--- src/core/serial_pkg.sv ---
// Serial port package: register map, field positions, modes and timing.
// Assumes one 20 MHz APB clock and pins synchronised inside the port.
package serial_pkg;
  localparam int unsigned CLK_HZ = 20_000_000;
  localparam int unsigned OVERSAMPLE = 16;
  localparam int unsigned BOOT_BAUD = 2400;
  localparam logic [15:0] BOOT_DIV = 16'(CLK_HZ / (OVERSAMPLE * BOOT_BAUD) - 1);
  localparam int unsigned SYNC_DIV = 128;
  localparam int unsigned SYNC_PCT = 80;
  localparam logic [7:0] SYNC_HALF = 8'((SYNC_DIV * 100 / SYNC_PCT + 1) / 2);
  localparam logic [3:0] PH_LAST = 4'(OVERSAMPLE - 1);
  localparam logic [3:0] PH_MID = 4'(OVERSAMPLE / 2 - 1);
  localparam logic [3:0] IRDA_PULSE = 4'h3;
  localparam logic [7:0] HDLC_FLAG = 8'h7E;
  localparam logic [1:0] BOOT_WAIT = 2'h2;

  localparam logic [7:0] REG_CTRL = 8'h00;
  localparam logic [7:0] REG_DIV = 8'h04;
  localparam logic [7:0] REG_TXDATA = 8'h08;
  localparam logic [7:0] REG_RXDATA = 8'h0C;
  localparam logic [7:0] REG_STATUS = 8'h10;

  localparam int C_MODE = 0;
  localparam int C_SEVEN = 2;
  localparam int C_NINTH = 3;
  localparam int C_INTCLK = 4;
  localparam int C_IRDA = 5;
  localparam int C_STFN = 6;
  localparam int C_GPO = 8;
  localparam int T_ADR = 8;
  localparam int T_FLAG = 9;
  localparam int S_BUSY = 0;
  localparam int S_RXV = 1;
  localparam int S_ADR = 2;
  localparam int S_FERR = 3;
  localparam int S_GPI = 4;
  localparam int S_BOOT = 5;
  localparam int S_PROGRAM_CABLE_CONNECTOR = 7;

  typedef enum logic [1:0] {
    MODE_ASYNC = 2'b00,
    MODE_CLOCKED = 2'b01,
    MODE_HDLC = 2'b10
  } port_mode_e;

  typedef enum logic [1:0] {
    STAT_FETCH = 2'b00,
    STAT_INTACK = 2'b01,
    STAT_GPO = 2'b10
  } stat_fn_e;

  typedef enum logic [1:0] {
    BOOT_RUN_ZERO = 2'b00,
    BOOT_SLAVE = 2'b01,
    BOOT_CLOCKED = 2'b10,
    BOOT_ASYNC = 2'b11
  } boot_e;

  typedef enum logic [1:0] {
    RX_IDLE = 2'b00,
    RX_START = 2'b01,
    RX_BITS = 2'b10,
    RX_STOP = 2'b11
  } rx_state_e;
endpackage : serial_pkg

--- src/core/serial_port.sv ---
// Serial port with boot-mode capture, status pin and APB registers.
// Assumes APB master on pclk; pins arrive asynchronous and are synchronised.
//
// Decided for this implementation: register access over APB and the address map.
`timescale 1ns/1ns
module serial_port
  import serial_pkg::*;
(
  input logic pclk,
  input logic presetn,
  input logic psel,
  input logic penable,
  input logic pwrite,
  input logic [7:0] paddr,
  input logic [31:0] pwdata,
  output logic [31:0] prdata,
  output logic pready,
  output logic pslverr,
  input logic rxd,
  output logic txd,
  input logic sclk_in,
  output logic sclk_out,
  output logic sclk_oe,
  input logic boot_mode_pin_low,
  input logic boot_mode_pin_high,
  input logic first_fetch,
  input logic intack_cycle,
  input logic download_req,
  output logic status_n,
  output logic program_mode,
  output logic download_enable,
  output logic fetch_from_zero,
  output logic [1:0] boot_source
);
  logic [1:0] rxd_s, sclk_s, bl_s, bh_s;
  port_mode_e mode;
  stat_fn_e stat_fn;
  logic seven, ninth, int_clk, irda, gpo;
  logic [15:0] div, div_cnt;
  logic tick, acc, wr, hit, rx_take, clocked;
  logic [1:0] boot_cnt;
  boot_e boot_mode;
  logic boot_done, boot_take;
  logic [11:0] tx_shift;
  logic [3:0] tx_left, tx_phase;
  logic tx_busy, tx_load, tx_adv, tx_bit, armed;
  logic sclk_d, ext_rise, ext_fall, int_edge, s_rise, s_fall;
  logic [7:0] sc_cnt;
  rx_state_e rx_state;
  logic [8:0] rx_sh, rx_data;
  logic [3:0] rx_cnt, rx_phase, nbits;
  logic rx_valid, ferr, async_done, sync_done;
  logic [8:0] rx_word;
  logic [31:0] rd_mux;

  function automatic logic [11:0] async_frame(input logic [7:0] d, input logic adr,
                                             input logic sev, input logic nin);
    logic a;
    a = adr | ~nin;
    if (sev)
      return {3'b111, a, d[6:0], 1'b0};
    return {2'b11, a, d, 1'b0};
  endfunction : async_frame

  // Only the second stage of each synchroniser feeds logic
  always_ff @(posedge pclk or negedge presetn)
  begin
    if (!presetn)
    begin
      rxd_s <= 2'b11;
      sclk_s <= 2'b11;
      bl_s <= 2'b00;
      bh_s <= 2'b00;
    end
    else
    begin
      rxd_s <= {rxd_s[0], rxd};
      sclk_s <= {sclk_s[0], sclk_in};
      bl_s <= {bl_s[0], boot_mode_pin_low};
      bh_s <= {bh_s[0], boot_mode_pin_high};
    end
  end

  // External reset low restarts every flop, including the boot capture
  assign boot_take = !boot_done && boot_cnt == BOOT_WAIT;
  always_ff @(posedge pclk or negedge presetn)
  begin
    if (!presetn)
    begin
      boot_cnt <= 2'b00;
      boot_done <= 1'b0;
      boot_mode <= BOOT_RUN_ZERO;
      program_mode <= 1'b0;
      fetch_from_zero <= 1'b0;
    end
    else if (boot_take)
    begin
      boot_done <= 1'b1;
      boot_mode <= boot_e'({bl_s[1], bh_s[1]});
      program_mode <= bl_s[1] && bh_s[1];
      fetch_from_zero <= !bl_s[1] && !bh_s[1];
    end
    else if (!boot_done)
      boot_cnt <= boot_cnt + 2'b01;
  end
  assign boot_source = boot_mode;

  // The download grant follows the cable-selected mode only
  always_ff @(posedge pclk or negedge presetn)
  begin
    if (!presetn)
      download_enable <= 1'b0;
    else
      download_enable <= download_req && program_mode;
  end

  assign acc = psel && penable;
  assign wr = acc && pwrite;
  assign hit = paddr inside {REG_CTRL, REG_DIV, REG_TXDATA, REG_RXDATA, REG_STATUS};
  assign pready = 1'b1;
  assign pslverr = acc && !hit;
  assign rx_take = acc && !pwrite && paddr == REG_RXDATA;
  assign clocked = mode == MODE_CLOCKED;

  always_ff @(posedge pclk or negedge presetn)
  begin
    if (!presetn)
    begin
      mode <= MODE_ASYNC;
      seven <= 1'b0;
      ninth <= 1'b0;
      int_clk <= 1'b0;
      irda <= 1'b0;
      stat_fn <= STAT_FETCH;
      gpo <= 1'b1;
      div <= BOOT_DIV;
    end
    else if (boot_take)
    begin
      // Clocked boot waits on the host's clock; async boots at 2400 bps
      mode <= boot_mode_pin_code(bl_s[1], bh_s[1]);
      int_clk <= 1'b0;
      div <= BOOT_DIV;
    end
    else if (wr && paddr == REG_CTRL)
    begin
      mode <= port_mode_e'(pwdata[C_MODE +: 2]);
      seven <= pwdata[C_SEVEN];
      ninth <= pwdata[C_NINTH];
      int_clk <= pwdata[C_INTCLK];
      irda <= pwdata[C_IRDA];
      stat_fn <= stat_fn_e'(pwdata[C_STFN +: 2]);
      gpo <= pwdata[C_GPO];
    end
    else if (wr && paddr == REG_DIV)
      div <= pwdata[15:0];
  end

  function automatic port_mode_e boot_mode_pin_code(input logic lo, input logic hi);
    return (lo && !hi) ? MODE_CLOCKED : MODE_ASYNC;
  endfunction : boot_mode_pin_code

  // One tick per div+1 clocks; sixteen ticks make an async bit
  assign tick = div_cnt == 16'h0000;
  always_ff @(posedge pclk or negedge presetn)
  begin
    if (!presetn)
      div_cnt <= 16'h0000;
    else if (tick || tx_load)
      div_cnt <= div;
    else
      div_cnt <= div_cnt - 16'h0001;
  end

  // Own clock: half period is SYNC_HALF ticks, so period >= 160 clocks
  assign int_edge = clocked && int_clk && tx_busy && tick && sc_cnt == SYNC_HALF - 8'h01;
  always_ff @(posedge pclk or negedge presetn)
  begin
    if (!presetn)
    begin
      sc_cnt <= 8'h00;
      sclk_out <= 1'b1;
      sclk_oe <= 1'b0;
      sclk_d <= 1'b1;
    end
    else
    begin
      sclk_d <= sclk_s[1];
      sclk_oe <= clocked && int_clk;
      if (!(clocked && int_clk && tx_busy))
      begin
        sc_cnt <= 8'h00;
        sclk_out <= 1'b1;
      end
      else if (int_edge)
      begin
        sc_cnt <= 8'h00;
        sclk_out <= ~sclk_out;
      end
      else if (tick)
        sc_cnt <= sc_cnt + 8'h01;
    end
  end
  assign ext_rise = clocked && !int_clk && sclk_s[1] && !sclk_d;
  assign ext_fall = clocked && !int_clk && !sclk_s[1] && sclk_d;
  assign s_rise = ext_rise || (int_edge && !sclk_out);
  assign s_fall = ext_fall || (int_edge && sclk_out);

  // Writes to TXDATA while busy are dropped; poll the busy bit first
  assign tx_load = wr && paddr == REG_TXDATA && !tx_busy;
  assign tx_adv = clocked ? (s_fall && armed) : (tick && tx_phase == PH_LAST);
  assign tx_bit = tx_busy ? tx_shift[0] : 1'b1;
  always_ff @(posedge pclk or negedge presetn)
  begin
    if (!presetn)
    begin
      tx_shift <= 12'hFFF;
      tx_left <= 4'h0;
      tx_phase <= 4'h0;
      tx_busy <= 1'b0;
      armed <= 1'b0;
    end
    else if (tx_load)
    begin
      tx_busy <= 1'b1;
      tx_phase <= 4'h0;
      armed <= 1'b0;
      if (mode == MODE_ASYNC)
      begin
        tx_shift <= async_frame(pwdata[7:0], pwdata[T_ADR], seven, ninth);
        tx_left <= (seven ? 4'h9 : 4'hA) + {3'b000, ninth};
      end
      else
      begin
        tx_shift <= {4'hF, pwdata[T_FLAG] ? HDLC_FLAG : pwdata[7:0]};
        tx_left <= 4'h8;
      end
    end
    else if (tx_busy)
    begin
      if (!clocked && tick)
        tx_phase <= tx_phase + 4'h1;
      if (tx_adv)
        tx_shift <= {1'b1, tx_shift[11:1]};
      if (clocked ? s_rise : tx_adv)
      begin
        armed <= 1'b1;
        tx_left <= tx_left - 4'h1;
        if (tx_left == 4'h1)
          tx_busy <= 1'b0;
      end
    end
  end

  // Infrared in HDLC mode only: a zero is a short low pulse at the start of the bit
  always_ff @(posedge pclk or negedge presetn)
  begin
    if (!presetn)
      txd <= 1'b1;
    else if (irda && mode == MODE_HDLC && !tx_bit)
      txd <= tx_phase >= IRDA_PULSE;
    else
      txd <= tx_bit;
  end

  assign nbits = (seven ? 4'h7 : 4'h8) + {3'b000, ninth};
  assign async_done = rx_state == RX_STOP && tick && rx_phase == PH_LAST;
  assign sync_done = clocked && s_rise && rx_cnt == 4'h7;
  always_ff @(posedge pclk or negedge presetn)
  begin
    if (!presetn)
    begin
      rx_state <= RX_IDLE;
      rx_sh <= 9'h000;
      rx_cnt <= 4'h0;
      rx_phase <= 4'h0;
    end
    else if (clocked)
    begin
      rx_state <= RX_IDLE;
      if (s_rise)
      begin
        rx_sh <= {rxd_s[1], rx_sh[8:1]};
        rx_cnt <= sync_done ? 4'h0 : rx_cnt + 4'h1;
      end
    end
    else
    begin
      case (rx_state)
        RX_IDLE:
        begin
          rx_phase <= 4'h0;
          rx_cnt <= 4'h0;
          if (mode == MODE_ASYNC && !rxd_s[1])
            rx_state <= RX_START;
        end
        RX_START:
          if (tick)
          begin
            rx_phase <= rx_phase + 4'h1;
            if (rx_phase == PH_MID)
            begin
              rx_phase <= 4'h0;
              rx_state <= rxd_s[1] ? RX_IDLE : RX_BITS;
            end
          end
        RX_BITS:
          if (tick)
          begin
            rx_phase <= rx_phase + 4'h1;
            if (rx_phase == PH_LAST)
            begin
              rx_sh <= {rxd_s[1], rx_sh[8:1]};
              rx_cnt <= rx_cnt + 4'h1;
              if (rx_cnt == nbits - 4'h1)
                rx_state <= RX_STOP;
            end
          end
        RX_STOP:
          if (tick)
          begin
            rx_phase <= rx_phase + 4'h1;
            if (rx_phase == PH_LAST)
              rx_state <= RX_IDLE;
          end
        default:
          rx_state <= RX_IDLE;
      endcase
    end
  end

  // Received word normalised to {address flag, data}
  always_comb
  begin
    logic [8:0] al;
    al = rx_sh >> (4'h9 - nbits);
    if (seven)
      rx_word = {ninth & al[7], 1'b0, al[6:0]};
    else
      rx_word = {ninth & al[8], al[7:0]};
  end

  // A new byte in the same cycle as a read still leaves valid set
  always_ff @(posedge pclk or negedge presetn)
  begin
    if (!presetn)
    begin
      rx_data <= 9'h000;
      rx_valid <= 1'b0;
      ferr <= 1'b0;
    end
    else
    begin
      if (sync_done)
        rx_data <= {1'b0, rxd_s[1], rx_sh[8:2]};
      else if (async_done && rxd_s[1])
        rx_data <= rx_word;
      if (sync_done || (async_done && rxd_s[1]))
        rx_valid <= 1'b1;
      else if (rx_take)
        rx_valid <= 1'b0;
      if (async_done && !rxd_s[1])
        ferr <= 1'b1;
      else if (wr && paddr == REG_STATUS && pwdata[S_FERR])
        ferr <= 1'b0;
    end
  end

  always_ff @(posedge pclk or negedge presetn)
  begin
    if (!presetn)
      status_n <= 1'b1;
    else
      case (stat_fn)
        STAT_FETCH: status_n <= !first_fetch;
        STAT_INTACK: status_n <= !intack_cycle;
        STAT_GPO: status_n <= gpo;
        default: status_n <= 1'b1;
      endcase
  end

  always_comb
  begin
    rd_mux = 32'h0000_0000;
    case (paddr)
      REG_CTRL: rd_mux[8:0] = {gpo, stat_fn, irda, int_clk, ninth, seven, mode};
      REG_DIV: rd_mux[15:0] = div;
      REG_RXDATA: rd_mux[8:0] = rx_data;
      REG_STATUS:
      begin
        rd_mux[S_BUSY] = tx_busy;
        rd_mux[S_RXV] = rx_valid;
        rd_mux[S_ADR] = rx_data[8];
        rd_mux[S_FERR] = ferr;
        rd_mux[S_GPI] = sclk_s[1];
        rd_mux[S_BOOT +: 2] = boot_mode;
        rd_mux[S_PROGRAM_CABLE_CONNECTOR] = program_mode;
      end
      default: rd_mux = 32'h0000_0000;
    endcase
  end

  // Read data is latched in the setup phase so the access needs no wait
  always_ff @(posedge pclk or negedge presetn)
  begin
    if (!presetn)
      prdata <= 32'h0000_0000;
    else if (psel && !penable && !pwrite)
      prdata <= rd_mux;
  end

  logic [7:0] hold_cnt;
  always_ff @(posedge pclk or negedge presetn)
  begin
    if (!presetn)
      hold_cnt <= 8'h00;
    else if (int_edge)
      hold_cnt <= 8'h00;
    else if (hold_cnt != 8'hFF)
      hold_cnt <= hold_cnt + 8'h01;
  end

  // Ticks per transmitted bit, counted apart from the phase counter it checks
  logic [4:0] bit_ticks;
  always_ff @(posedge pclk or negedge presetn)
  begin
    if (!presetn)
      bit_ticks <= 5'h00;
    else if (tx_load || tx_adv)
      bit_ticks <= 5'h00;
    else if (tick && tx_busy)
      bit_ticks <= bit_ticks + 5'h01;
  end
endmodule : serial_port

--- config.mk ---
export PLATFORM = sky130hd
export DESIGN_NAME = serial_port
export DESIGN_NICKNAME = d
export VERILOG_FILES = /design/src/core/serial_pkg.sv /design/src/core/serial_port.sv
export SDC_FILE = /design/constraint.sdc
export NUM_CORES = 1
export LEC_CHECK = 0
export BUFFER_PORTS_ARGS = -buffer_cell sky130_fd_sc_hd__buf_2
export CORE_MARGIN = 3
export CORE_UTILIZATION = 62
export CTS_CLUSTER_DIAMETER = 40
export CTS_CLUSTER_SIZE = 14
export DETAILED_ROUTE_END_ITERATION = 8
export PLACE_DENSITY = 0.85
export SYNTH_ARGS = -nofsm -noshare
export SYNTH_HDL_FRONTEND = slang
export SYNTH_SLANG_ARGS = --single-unit
--- constraint.sdc ---
create_clock -name pclk -period 5 [get_ports pclk]
set_input_delay 1 -clock pclk [delete_from_list [all_inputs] [get_ports pclk]]
set_output_delay 1 -clock pclk [all_outputs]
set_load 0.1 [all_outputs]
# After elaboration in Yosys (flattened, before gate mapping)
# Cells that the tools add are included.
[totals]
regBits = 138
out_inout_bits = 43
wordCells = 264
[op_classes]
add_sub_neg = 11
n_lt_le_gt_ge = 1
eq_ne = 33
shifts = 1
n_mux = 81
n_bitwise = 8
n_reduce_logical = 91
[ops]
columns = ["cell", "n"]
rows = [
  ["$mux W12", 6],
  ["$mux W9", 8],
  ["$mux W16", 4],
  ["$mux W4", 16],
  ["$logic_and A1 B1 Y1", 41],
  ["$mux W8", 4],
  ["$pmux W8 S4", 1],
  ["$mux W2", 13],
  ["$ne A3 B3 Y1 const B", 8],
  ["$reduce_bool A2 Y1", 12],
  ["$mux W1", 23],
  ["$eq A8 B4 Y1 const B", 2],
  ["$logic_not A1 Y1", 16],
  ["$logic_not A16 Y1", 1],
  ["$sub A16 B1 Y16 const B", 1],
  ["$add A4 B1 Y4 const B", 3],
  ["$pmux W4 S3", 1],
  ["$reduce_and A2 Y1", 6],
  ["$eq A2 B2 Y1 const B", 5],
  ["$shr A9 B4 Y9", 1],
  ["$add A4 B1 Y4", 2],
  ["$add A8 B1 Y8 const B", 1],
  ["$eq A4 B3 Y1 const B", 2],
  ["$eq A4 B4 Y1 const B", 2],
  ["other kinds (29)", 47],
]

# Logic depth before layout (Yosys ltp)
# Gate-level depths: netlist of the first run.
[logic_depth]
ltp_word = 13
depth_mapped = 9
mapped_depth_nobuf = 7

# Worst setup path after synthesis of the first run
# OpenSTA, ideal clock, no wires.
[synth_timing]
path_kind = "input to output"
start = "input port paddr[3]"
end = "output port pslverr"
t_arrival_ps = 3922
t_required_ps = 4000
slack_ps = 78
cell_stages = 5
n_path_buf = 2
cell_sequence = "clkbuf_1 > nor2_1 > and3_1 > clkbuf_1 > nor3b_1"
[synth_via]
elab_chain_cells = 4
word_cells_on_any_way = 8
cone_classes = "4 x eq/ne; 4 x reduce/logical"
[synth_lines]
columns = ["element", "line", "text"]
rows = [
  ["start, declared", "serial_port.sv:14", "input logic [7:0] paddr,"],
  ["$eq A8 B3 Y1 (tied with other cells)", "serial_port.sv:119", "assign hit = paddr inside {REG_CTRL, REG_DIV, REG_TXDATA, REG_RXDATA, REG_STATUS};"],
  ["$reduce_bool A5 Y1 (*)", "serial_port.sv:119", ""],
  ["$logic_not A1 Y1 (*)", "serial_port.sv:121", "assign pslverr = acc && !hit;"],
  ["$logic_and A1 B1 Y1 (*)", "serial_port.sv:121", ""],
  ["end, declared", "serial_port.sv:18", "output logic pslverr,"],
]
# Every way passes the cells marked *; elsewhere a longest branch is shown, timed or not.

# Worst setup path in the final report of the first run
[layout_timing]
start = "input port paddr[1]"
end = "output port pslverr"
# Same word-level chain as after synthesis.

==> impl_metrics.py, run 1 <==
metrics = {
    "power_and_ir_drop": {
        "power.density_mw_per_mm2": 405,
        "worst_ir_drop_vdd_uv": 303,
        "switching_share_pct": 28.3,
        "p_int_w": 0.00233,
        "p_seq_share_pct": 43.4,
        "power_frac_comb_pct": 15.2,
        "p_sw_w": 0.000918,
        "pwr-share-clk_pct": 41.4,
        "power.leakage_nw": 3.58,
    },
    "yosys": {
        "syn_area_per_cell_um2": 10.3,
        "ys_seq_area_share_pct": 48.7,
        "synthCells": 686,
        "yosys_warnings": 0,
        "synth_flop_cell": "dfrtp_1",
        "synth_edf_count": 0,
        "ys_async_sr_fraction_pct": 100,
        "syn-cell-area_mm2": 0.00704,
        "ys_seq_elements": 136,
        "synth.distinct_cells": 63,
    },
    "die": {
        "coreArea_mm2": 0.0110,
        "pin_count": 95,
        "die_x_um": 113,
        "initial_utilization_pct": 64.1,
        "fp.dieH_um": 113,
        "rows": 38,
        "dieArea_mm2": 0.0127,
    },
    "sta": {
        "setup_tns_ps": 0,
        "rsz0062_at_grt": "false",
        "relSlewSlack_pct": 25.7,
        "hold_viol": 0,
        "fmax_ghz": 0.276,
        "worstMarginPinSlew_ps": 1110,
        "period_share_pct": 72.4,
        "setup_viol": 0,
        "fin_crit_ps": 3620,
        "maxSlewViolCount": 0,
        "skew_ps": 5.07,
    },
    "detailed_routing": {
        "vias": 5777,
        "post_drt_wl_per_cell_um": 19.5,
        "drc": 0,
        "drtIter0Drc": 720,
        "firstDrtPassIters": 5,
        "wl_um": 17300,
        "ant_nets": 0,
        "vias_per_cell": 6.51,
    },
    "final_layout": {
        "ff_latch_area_mm2": 0.00343,
        "multi_input_comb_area_mm2": 0.00333,
        "final_common_cell": "dfrtp_1",
        "fin_nets": 801,
        "nFillCells": 722,
        "diodes": 0,
        "most-common-layout-cells": "113 x dfrtp_1, 72 x nand2_1, 60 x buf_2",
        "drive_gt1_share_pct": 22.2,
        "area_growth_pct": 13.6,
        "final_cells": 888,
    },
    "clocking": {
        "clock_sinks": 136,
        "root_buffer": "clkbuf_16",
        "cts_max_level": 4,
        "path_clk_slew_ps": 60,
        "ctsHoldBuffers": 0,
        "clock_latency_ps": 420,
        "cts_setup_buffers": 0,
        "cts_buffers": 17,
        "tritoncts": "built",
        "clockBufferDepth": 2,
        "cts_resized": 0,
    },
    "grt": {
        "track_usage_pct": 28.1,
        "grt_max_degree": 96,
        "busiest_layer": "met2",
        "grtUsageMet3_pct": 5.34,
        "met2_usage_pct": 45.7,
        "antenna_found_initial": 0,
        "grt_first_pass_wirelength_um": 28600,
        "grt_pass1_vias": 5573,
        "met1_usage_pct": 38.0,
        "grt-ovfl-total": 0,
    },
    "critical_path": {
        "crit_arrival_ps": 2620,
        "cp.required_ps": 4000,
        "critPathBufInv": 2,
        "setup.worst_path.end_class": "output pin",
        "crit_family": "simple AND/OR/NAND/NOR gates",
        "max_stage_delay_ps": 460,
        "path_max_fanout": 10,
        "cp_common_cell": "buf_2",
        "path_cells": "buf_2 -> nor4_1 -> and2_1 -> and3_1 -> nor3b_1 -> buf_2",
        "crit_type": "input port to output pin",
        "slowest_stage": "nor4_1",
        "start_kind": "input port",
    },
    "job": {
        "cap_violations": 0,
    },
    "placement": {
        "place_inst": 856,
        "gp_congestion": 0.858,
        "hpwl_um": 11600,
        "placement.io_buffers": 61,
    },
    "outcome": {
        "outcome": "completed",
    },
    "worst_hold_path": {
        "hp-class": "flip-flop to flip-flop",
    },
}
routing by layer:
| metal | vias to the layer above | routed length (um) |
|---|---|---|
| met3 | 30 | 1240 |
| met4 | 0 | 343 |
| met5 | - | 0 |
| met2 | 257 | 8800 |
| met1 | 2919 | 6920 |
| li1 | 2571 | - |
power groups by stage:
stage          clock [W]  sequential [W]  combinational [W]
2_1_floorplan          0         0.00141           0.000357
3_3_place_gp           0         0.00140           0.000457
3_5_place_dp           0         0.00142           0.000487
4_1_cts          0.00136         0.00140           0.000492
5_1_grt          0.00140         0.00143           0.000536
6_report         0.00134         0.00141           0.000493
through the flow:
step	power (W)	util (%)	area [um2]	hold WS, ps	setup slack [ps]
after floorplan	0.00177	-	7100	331	77.6
after global placement	0.00186	67.0	7360	333	1460
after detailed placement	0.00190	67.0	7360	336	1420
after CTS	0.00325	72.9	8000	349	1410
after global routing	0.00337	72.9	8000	361	1160
final	0.00324	72.9	8000	345	1380
worst paths after layout:
kind / slack (ps) / to / cells past startpoint / start
max: 1380 / pslverr / 6 / paddr[1]
min: 350 / bh_s[1]$_DFF_PN0_ / 0 / bh_s[0]$_DFF_PN0_
max reg2reg: 1760 / rx_data[7]$_DFFE_PN0P_ / 5 / div_cnt[11]$_DFF_PN0_
min reg2reg: 350 / bh_s[1]$_DFF_PN0_ / 0 / bh_s[0]$_DFF_PN0_
max in group asynchronous: 3240 / tx_shift[9]$_DFFE_PN1P_ / 2 / presetn
min in group asynchronous: 660 / sc_cnt[5]$_DFFE_PN0P_ / 1 / presetn
logic make-up (layout without fill, tap and decap cells):
family / Yosys count / count (layout) / synth area share (%)
mux: 49 / 49 / 8.37
compound gates: 160 / 160 / 15.5
simple gates: 233 / 233 / 17.3
xor+xnor: 21 / 21 / 2.61
buf+inv: 71 / 118 / 4.89
other cells: 2 / 17 / 0.107
flops: 136 / 136 / 48.7
fa+ha+maj: 14 / 14 / 2.49
sequential cells by signal, summed over array words and instances (netlist names), 8 cells and up:
register  count
rx_data       9
tx_shift     10
sc_cnt        8
div_cnt      16
div          16
rx_sh         9
prdata       16
cells in the mapped netlist, types with 10 or more instances:
cell      count  area (um2)
a21oi_1      21         105
a22o_1       20         175
buf_4        19         143
clkbuf_1     26        97.6
dfrtp_1     113        2830
dfstp_2      23         604
ha_1         14         175
inv_1        20        75.1
mux2_2       29         327
mux2i_1      15         150
nand2_1      72         270
nand3_1      23         115
nand4_1      10        62.6
nor2_1       38         143
nor2b_1      11        68.8
nor3_1       10        50.1
o21ai_0      57         285
or3_1        10        62.6
xnor2_1      12         105
final cells by class:
cell class              count  share of cell area, %
repair buffers             66                   4.36
clock inverters            12                   2.16
inverters                  20                  0.938
well taps                 140                   2.19
flip-flops and latches    136                   42.9
multi-input cells         494                   41.6
clock buffers              20                   5.83
Power figures use the tool's default switching activity.
==> run 2, diff against run 1 <==
--- a/config.mk
+++ b/config.mk
@@ -5,13 +5,14 @@
 export SDC_FILE = /design/constraint.sdc
 export NUM_CORES = 1
 export LEC_CHECK = 0
+export ABC_AREA = 1
 export BUFFER_PORTS_ARGS = -buffer_cell sky130_fd_sc_hd__buf_2
 export CORE_MARGIN = 3
-export CORE_UTILIZATION = 62
+export CORE_UTILIZATION = 53
 export CTS_CLUSTER_DIAMETER = 40
 export CTS_CLUSTER_SIZE = 14
 export DETAILED_ROUTE_END_ITERATION = 8
-export PLACE_DENSITY = 0.85
+export PLACE_DENSITY = 0.77
 export SYNTH_ARGS = -nofsm -noshare
 export SYNTH_HDL_FRONTEND = slang
 export SYNTH_SLANG_ARGS = --single-unit
==> constraint.sdc (replaced) <==
create_clock -name pclk -period 3.2 [get_ports pclk]
set_input_delay 0.64 -clock pclk [delete_from_list [all_inputs] [get_ports pclk]]
set_output_delay 0.64 -clock pclk [all_outputs]
set_load 0.1 [all_outputs]
==> run 2 against run 1 <==
  * Routed wire length decreased by 2.3%
  * Worst setup slack got worse by 1000 ps
  * Die area up 19%
  * Global-route usage is 4.4 points lower
  * Final area increased by 2.1%
  * Cell count up 26%
  * Sequential power grew 38%
  * Core utilization is 9.9 points lower
  * Combinational power increased by 32%
  * Largest cell class unchanged
==> impl_metrics.py, run 2 <==
metrics = {
    "die": {
        "pin_count": 95,
        "fp.dieH_um": 123,
        "die_x_um": 123,
        "dieArea_mm2": 0.0150,
        "initial_utilization_pct": 55.5,
        "rows": 41,
        "coreArea_mm2": 0.0130,
    },
    "sta": {
        "maxSlewViolCount": 0,
        "period_share_pct": 89.1,
        "hold_viol": 0,
        "fmax_ghz": 0.351,
        "rsz0062_at_grt": "false",
        "relSlewSlack_pct": 45.3,
        "worstMarginPinSlew_ps": 818,
        "skew_ps": 13.7,
        "whs_ps": 226,
        "fin_crit_ps": 2850,
        "setup_tns_ps": 0,
        "setup_viol": 0,
    },
    "detailed_routing": {
        "firstDrtPassIters": 4,
        "wl_um": 16900,
        "vias": 5982,
        "drtIter0Drc": 462,
        "vias_per_cell": 5.37,
        "post_drt_wl_per_cell_um": 15.2,
        "ant_nets": 0,
        "drc": 0,
    },
    "outcome": {
        "outcome": "completed",
    },
    "grt": {
        "track_usage_pct": 23.8,
        "grt_pass1_vias": 5595,
        "grt_max_degree": 75,
        "antenna_found_initial": 0,
        "grt_first_pass_wirelength_um": 27300,
        "grt-ovfl-total": 0,
    },
    "yosys": {
        "syn-cell-area_mm2": 0.00721,
        "synthCells": 866,
        "synth_flop_cell": "dfrtp_1",
        "yosys_warnings": 0,
        "synth_top_family_by_area": "simple AND/OR/NAND/NOR gates",
        "synthMuxAreaShare_pct": 0,
        "synth_commonest_cells": "183 x nand2_1, 113 x dfrtp_1, 108 x inv_1, 85 x o21ai_0, 67 x nor2_1",
        "ys_seq_elements": 136,
        "netlist.area_leader.share_pct": 39.2,
        "synth.area.top_cells": "dfrtp_1 39%, nand2_1 9.5%, dfstp_2 8.4%",
        "synth_top_cell_by_area": "dfrtp_1",
        "synth_edf_count": 0,
        "syn_area_per_cell_um2": 8.32,
        "synthAdderAreaFrac_pct": 2.43,
        "synth_most_common_cell": "nand2_1",
        "synth_xor_area_share_pct": 1.94,
        "ys_seq_area_share_pct": 47.6,
        "synth.distinct_cells": 49,
        "synth-compound-area-share_pct": 14.3,
        "synth-simple-area-share_pct": 24.0,
        "ys_async_sr_fraction_pct": 100,
    },
    "final_layout": {
        "fin_nets": 996,
        "most-common-layout-cells": "183 x nand2_1, 113 x dfrtp_1, 108 x inv_1",
        "top_regs": "div: 16 flops, div_cnt: 16 flops, prdata: 16 flops",
        "diodes": 0,
        "drive_gt1_share_pct": 17.6,
        "final_common_cell": "nand2_1",
        "area_growth_pct": 13.3,
    },
    "placement": {
        "placement.io_buffers": 61,
        "hpwl_um": 12300,
        "gp_congestion": 0.884,
    },
    "clocking": {
        "clock_latency_ps": 430,
        "clock_sinks": 136,
        "ctsHoldBuffers": 0,
        "cts_setup_buffers": 0,
        "clockBufferDepth": 2,
        "tritoncts": "built",
        "cts_buffers": 17,
        "root_buffer": "clkbuf_16",
        "cts_max_level": 4,
        "path_clk_slew_ps": 60,
        "cts_resized": 0,
    },
    "power_and_ir_drop": {
        "worst_ir_drop_vdd_uv": 480,
        "power.density_mw_per_mm2": 557,
        "power.leakage_nw": 4.07,
    },
    "job": {
        "cap_violations": 0,
    },
    "critical_path": {
        "start_kind": "input port",
        "crit_arrival_ps": 2210,
        "max_stage_delay_ps": 340,
        "path_max_fanout": 9,
        "cp.required_ps": 2560,
        "path_cells": "buf_2 -> or2_2 -> nor3_2 -> nand2_2 -> clkinv_2 -> nor2_1 -> nand4_1 -> nor2_1 -> buf_2",
        "slowest_stage": "or2_2",
        "crit_type": "input port to output pin",
        "setup.worst_path.end_class": "output pin",
    },
    "worst_hold_path": {
        "hp-class": "input port to asynchronous set/reset pin",
    },
}
## run 2: worst paths after layout
path                                     endpoint  depth (start not counted)            startpoint  slack [ps]
setup / recovery                          pslverr                          9              paddr[1]         350
setup reg to reg           rx_data[2]$_DFFE_PN0P_                         12  div_cnt[0]$_DFF_PN0_         770
hold / removal                div[11]$_DFFE_PN0P_                          1               presetn         230
max in group asynchronous    sclk_out$_DFFE_PN1P_                          2               presetn        2230
hold reg to reg                 bl_s[1]$_DFF_PN0_                          0     bl_s[0]$_DFF_PN0_         360
min in group pclk              rxd_s[0]$_DFF_PN1_                          1                   rxd         310
## run 2: logic make-up (layout without fill, tap and decap cells)
logic type               Yosys count  count (layout)
XOR/XNOR                          16              16
other                              2              17
flip-flops                       136             136
adder cells (fa/ha/maj)           14              14
AND/OR/NAND/NOR                  371             371
AO/OA/AOI/OAI                    176             176
buffers and inverters            151             213
## run 2: routing by layer
metal  up-vias  global-route usage, %  wire (um)
li1       2956                      -          -
met1      2854                   31.3       7670
met2       139                   37.2       7970
met3        33                   6.31        775
met4         0                   10.2        490
met5         -                      0          0
## run 2: where the power goes
group / leakage (nW) / internal [W] / switching [W]
registers: 1.69 / 0.00185 / 0.0000994
logic: 2.10 / 0.000185 / 0.000468
clock network: 0.272 / 0.00117 / 0.000772
total: 4.07 / 0.00321 / 0.00134
## run 2: worst max-delay path: cells and delay by family
| family | cells | cell delay [ps] |
|---|---|---|
| buffers and inverters | 3 | 520 |
| and+or+nand+nor | 6 | 1050 |
## run 2: final cells by class
type	instances	area, um2
well taps	172	215
clock inverters	13	146
fillers	1147	4810
flip-flops and latches	136	3430
repair buffers	65	354
clock buffers	19	443
multi-input cells	594	3140
inverters	116	440
## run 2: metrics by stage
step | total power [W] | worst slack (ps) | cells | utilization, % | instance area [um2]
detailed placement | 0.00263 | 373 | 1083 | 58.4 | 7580
global placement | 0.00261 | 403 | 1083 | 58.4 | 7580
floorplan | 0.00247 | 43.7 | 881 | - | 7260
finish | 0.00455 | 348 | 1115 | 62.9 | 8170
global route | 0.00476 | 269 | 1115 | 62.9 | 8170
CTS | 0.00457 | 360 | 1115 | 62.9 | 8170
==> run 3, diff against run 2 <==
--- a/config.mk
+++ b/config.mk
@@ -5,14 +5,13 @@
 export SDC_FILE = /design/constraint.sdc
 export NUM_CORES = 1
 export LEC_CHECK = 0
-export ABC_AREA = 1
 export BUFFER_PORTS_ARGS = -buffer_cell sky130_fd_sc_hd__buf_2
 export CORE_MARGIN = 3
-export CORE_UTILIZATION = 53
+export CORE_UTILIZATION = 52
 export CTS_CLUSTER_DIAMETER = 40
 export CTS_CLUSTER_SIZE = 14
 export DETAILED_ROUTE_END_ITERATION = 8
-export PLACE_DENSITY = 0.77
+export PLACE_DENSITY = 0.76
 export SYNTH_ARGS = -nofsm -noshare
 export SYNTH_HDL_FRONTEND = slang
 export SYNTH_SLANG_ARGS = --single-unit
==> run 3 against run 2 <==
  * Flip-flop and latch count stayed put
  * First-iteration DRC count increased by 8.2%
  * Critical path type is now flip-flop to flip-flop
  * Global-route usage down 0.48 points
  * Fmax increased by 1.7%
  * Via count shrank 5.0%
  * Register-to-register slack got worse by 370 ps
  * Non-clock buffer count increased by 19
  * Critical endpoint is now rx_sh[1]$_DFFE_PN0P_
  * Critical path depth decreased by 4
  * Clock skew fell by 4.6 ps
==> impl_metrics.py, run 3 (synthesized netlist as in run 1, its figures left out) <==
metrics = {
    "outcome": {
        "outcome": "completed",
    },
    "die": {
        "coreArea_mm2": 0.0129,
        "initial_utilization_pct": 54.5,
        "dieArea_mm2": 0.0150,
        "rows": 41,
        "die_x_um": 122,
        "fp.dieH_um": 122,
        "pin_count": 95,
    },
    "placement": {
        "placement.io_buffers": 61,
        "pre_cts_slack_ps": 463,
        "dpl_cell_area_mm2": 0.00755,
        "hpwl_um": 12000,
        "gp_congestion": 0.868,
    },
    "clocking": {
        "cts_setup_buffers": 0,
        "path_clk_slew_ps": 60,
        "clock_sinks": 136,
        "cts_max_level": 4,
        "clockBufferDepth": 2,
        "root_buffer": "clkbuf_16",
        "cts_buffers": 17,
        "cts_resized": 0,
        "clock_latency_ps": 420,
        "ctsHoldBuffers": 0,
        "tritoncts": "built",
    },
    "detailed_routing": {
        "vias_per_cell": 6.06,
        "firstDrtPassIters": 5,
        "drtIter0Drc": 500,
        "drc": 0,
        "wl_um": 16900,
        "vias": 5680,
        "post_drt_wl_per_cell_um": 18.1,
        "ant_nets": 0,
    },
    "grt": {
        "grt-ovfl-total": 0,
        "grt_first_pass_wirelength_um": 27300,
        "grt_max_degree": 58,
        "track_usage_pct": 23.3,
        "grt_pass1_vias": 5442,
        "antenna_found_initial": 0,
    },
    "sta": {
        "worstMarginPinSlew_ps": 1060,
        "rsz0062_at_grt": "false",
        "skew_ps": 9.04,
        "fmax_ghz": 0.357,
        "setup_tns_ps": 0,
        "maxSlewViolCount": 0,
        "setup_viol": 0,
        "period_share_pct": 87.6,
        "setup_ws_ps": 397,
        "hold_viol": 0,
        "fin_crit_ps": 2800,
        "relSlewSlack_pct": 29.2,
    },
    "final_layout": {
        "diodes": 0,
        "fin_nets": 819,
        "top_regs": "div: 16 flops, div_cnt: 16 flops, prdata: 16 flops",
        "final_area_mm2": 0.00819,
        "drive_gt1_share_pct": 24.1,
        "final_common_cell": "dfrtp_1",
        "area_growth_pct": 16.3,
        "fin_util_pct": 63.3,
        "most-common-layout-cells": "113 x dfrtp_1, 72 x nand2_1, 60 x buf_2",
    },
    "power_and_ir_drop": {
        "finalPower_w": 0.00505,
        "power.density_mw_per_mm2": 617,
        "worst_ir_drop_vdd_uv": 774,
        "power.leakage_nw": 3.67,
    },
    "critical_path": {
        "reg2reg_depth": 5,
        "path_max_fanout": 9,
        "cp.required_ps": 3500,
        "start_kind": "flip-flop",
        "setup.worst_path.end_class": "flip-flop",
        "r2r_setup_slack_ps": 400,
        "crit_type": "flip-flop to flip-flop",
        "crit_arrival_ps": 3100,
    },
    "worst_hold_path": {
        "hp-class": "input port to asynchronous set/reset pin",
    },
    "job": {
        "cap_violations": 0,
    },
}
## run 3: changes by cell type in the layout (fill, tap and decap cells not counted), moves of 12 or more
cell / change
a21oi_1: -12
a22o_1: +20
buf_4: +20
inv_1: -88
mux2_2: +29
mux2i_1: +15
nand2_1: -111
nand3_1: -40
nor2_1: -29
o21ai_0: -28
o22ai_1: -23
## run 3: per-layer routing
layer | track usage [%] | vias to the layer above | part of all wire [%]
met3 | 6.18 | 28 | 5.8
met5 | 0 | - | 0
met1 | 32.0 | 2871 | 44
met4 | 7.49 | 0 | 2.1
met2 | 36.1 | 175 | 48
li1 | - | 2606 | -
## run 3: layout make-up
class                   count  area (um2)
clock buffers              18         429
clock inverters            13         204
fillers                  1006        4740
inverters                  20        75.1
multi-input cells         494        3350
flip-flops and latches    136        3430
well taps                 172         215
repair buffers             84         484
## run 3: final timing paths
kind,startpoint,end
max reg2reg,div_cnt[11]$_DFF_PN0_,rx_sh[1]$_DFFE_PN0P_
min in group pclk,rxd,rxd_s[0]$_DFF_PN1_
min reg2reg,bl_s[0]$_DFF_PN0_,bl_s[1]$_DFF_PN0_
min,presetn,sc_cnt[2]$_DFFE_PN0P_
max,div_cnt[11]$_DFF_PN0_,rx_sh[1]$_DFFE_PN0P_
max in group asynchronous,presetn,bl_s[0]$_DFF_PN0_
## run 3: power breakdown
group / internal, W / switching, W / leakage (nW)
combinational: 0.000315 / 0.000446 / 1.67
clock: 0.00137 / 0.000730 / 0.309
sequential: 0.00196 / 0.000229 / 1.70
total: 0.00365 / 0.00140 / 3.67
## run 3: per-stage QoR
step | hold WS, ps | instances
after CTS | 196 | 937
after global placement | 332 | 906
final | 180 | 937
after floorplan | 331 | 701
after detailed placement | 335 | 906
after global routing | 202 | 937
## run 3: worst max-delay path, cell delays in order, from the launching register on
cell and delay [ps]:
dfrtp_1 420, nor4_1 580, and4_1 600, a211oi_2 240
nor3_4 450, mux2_2 390
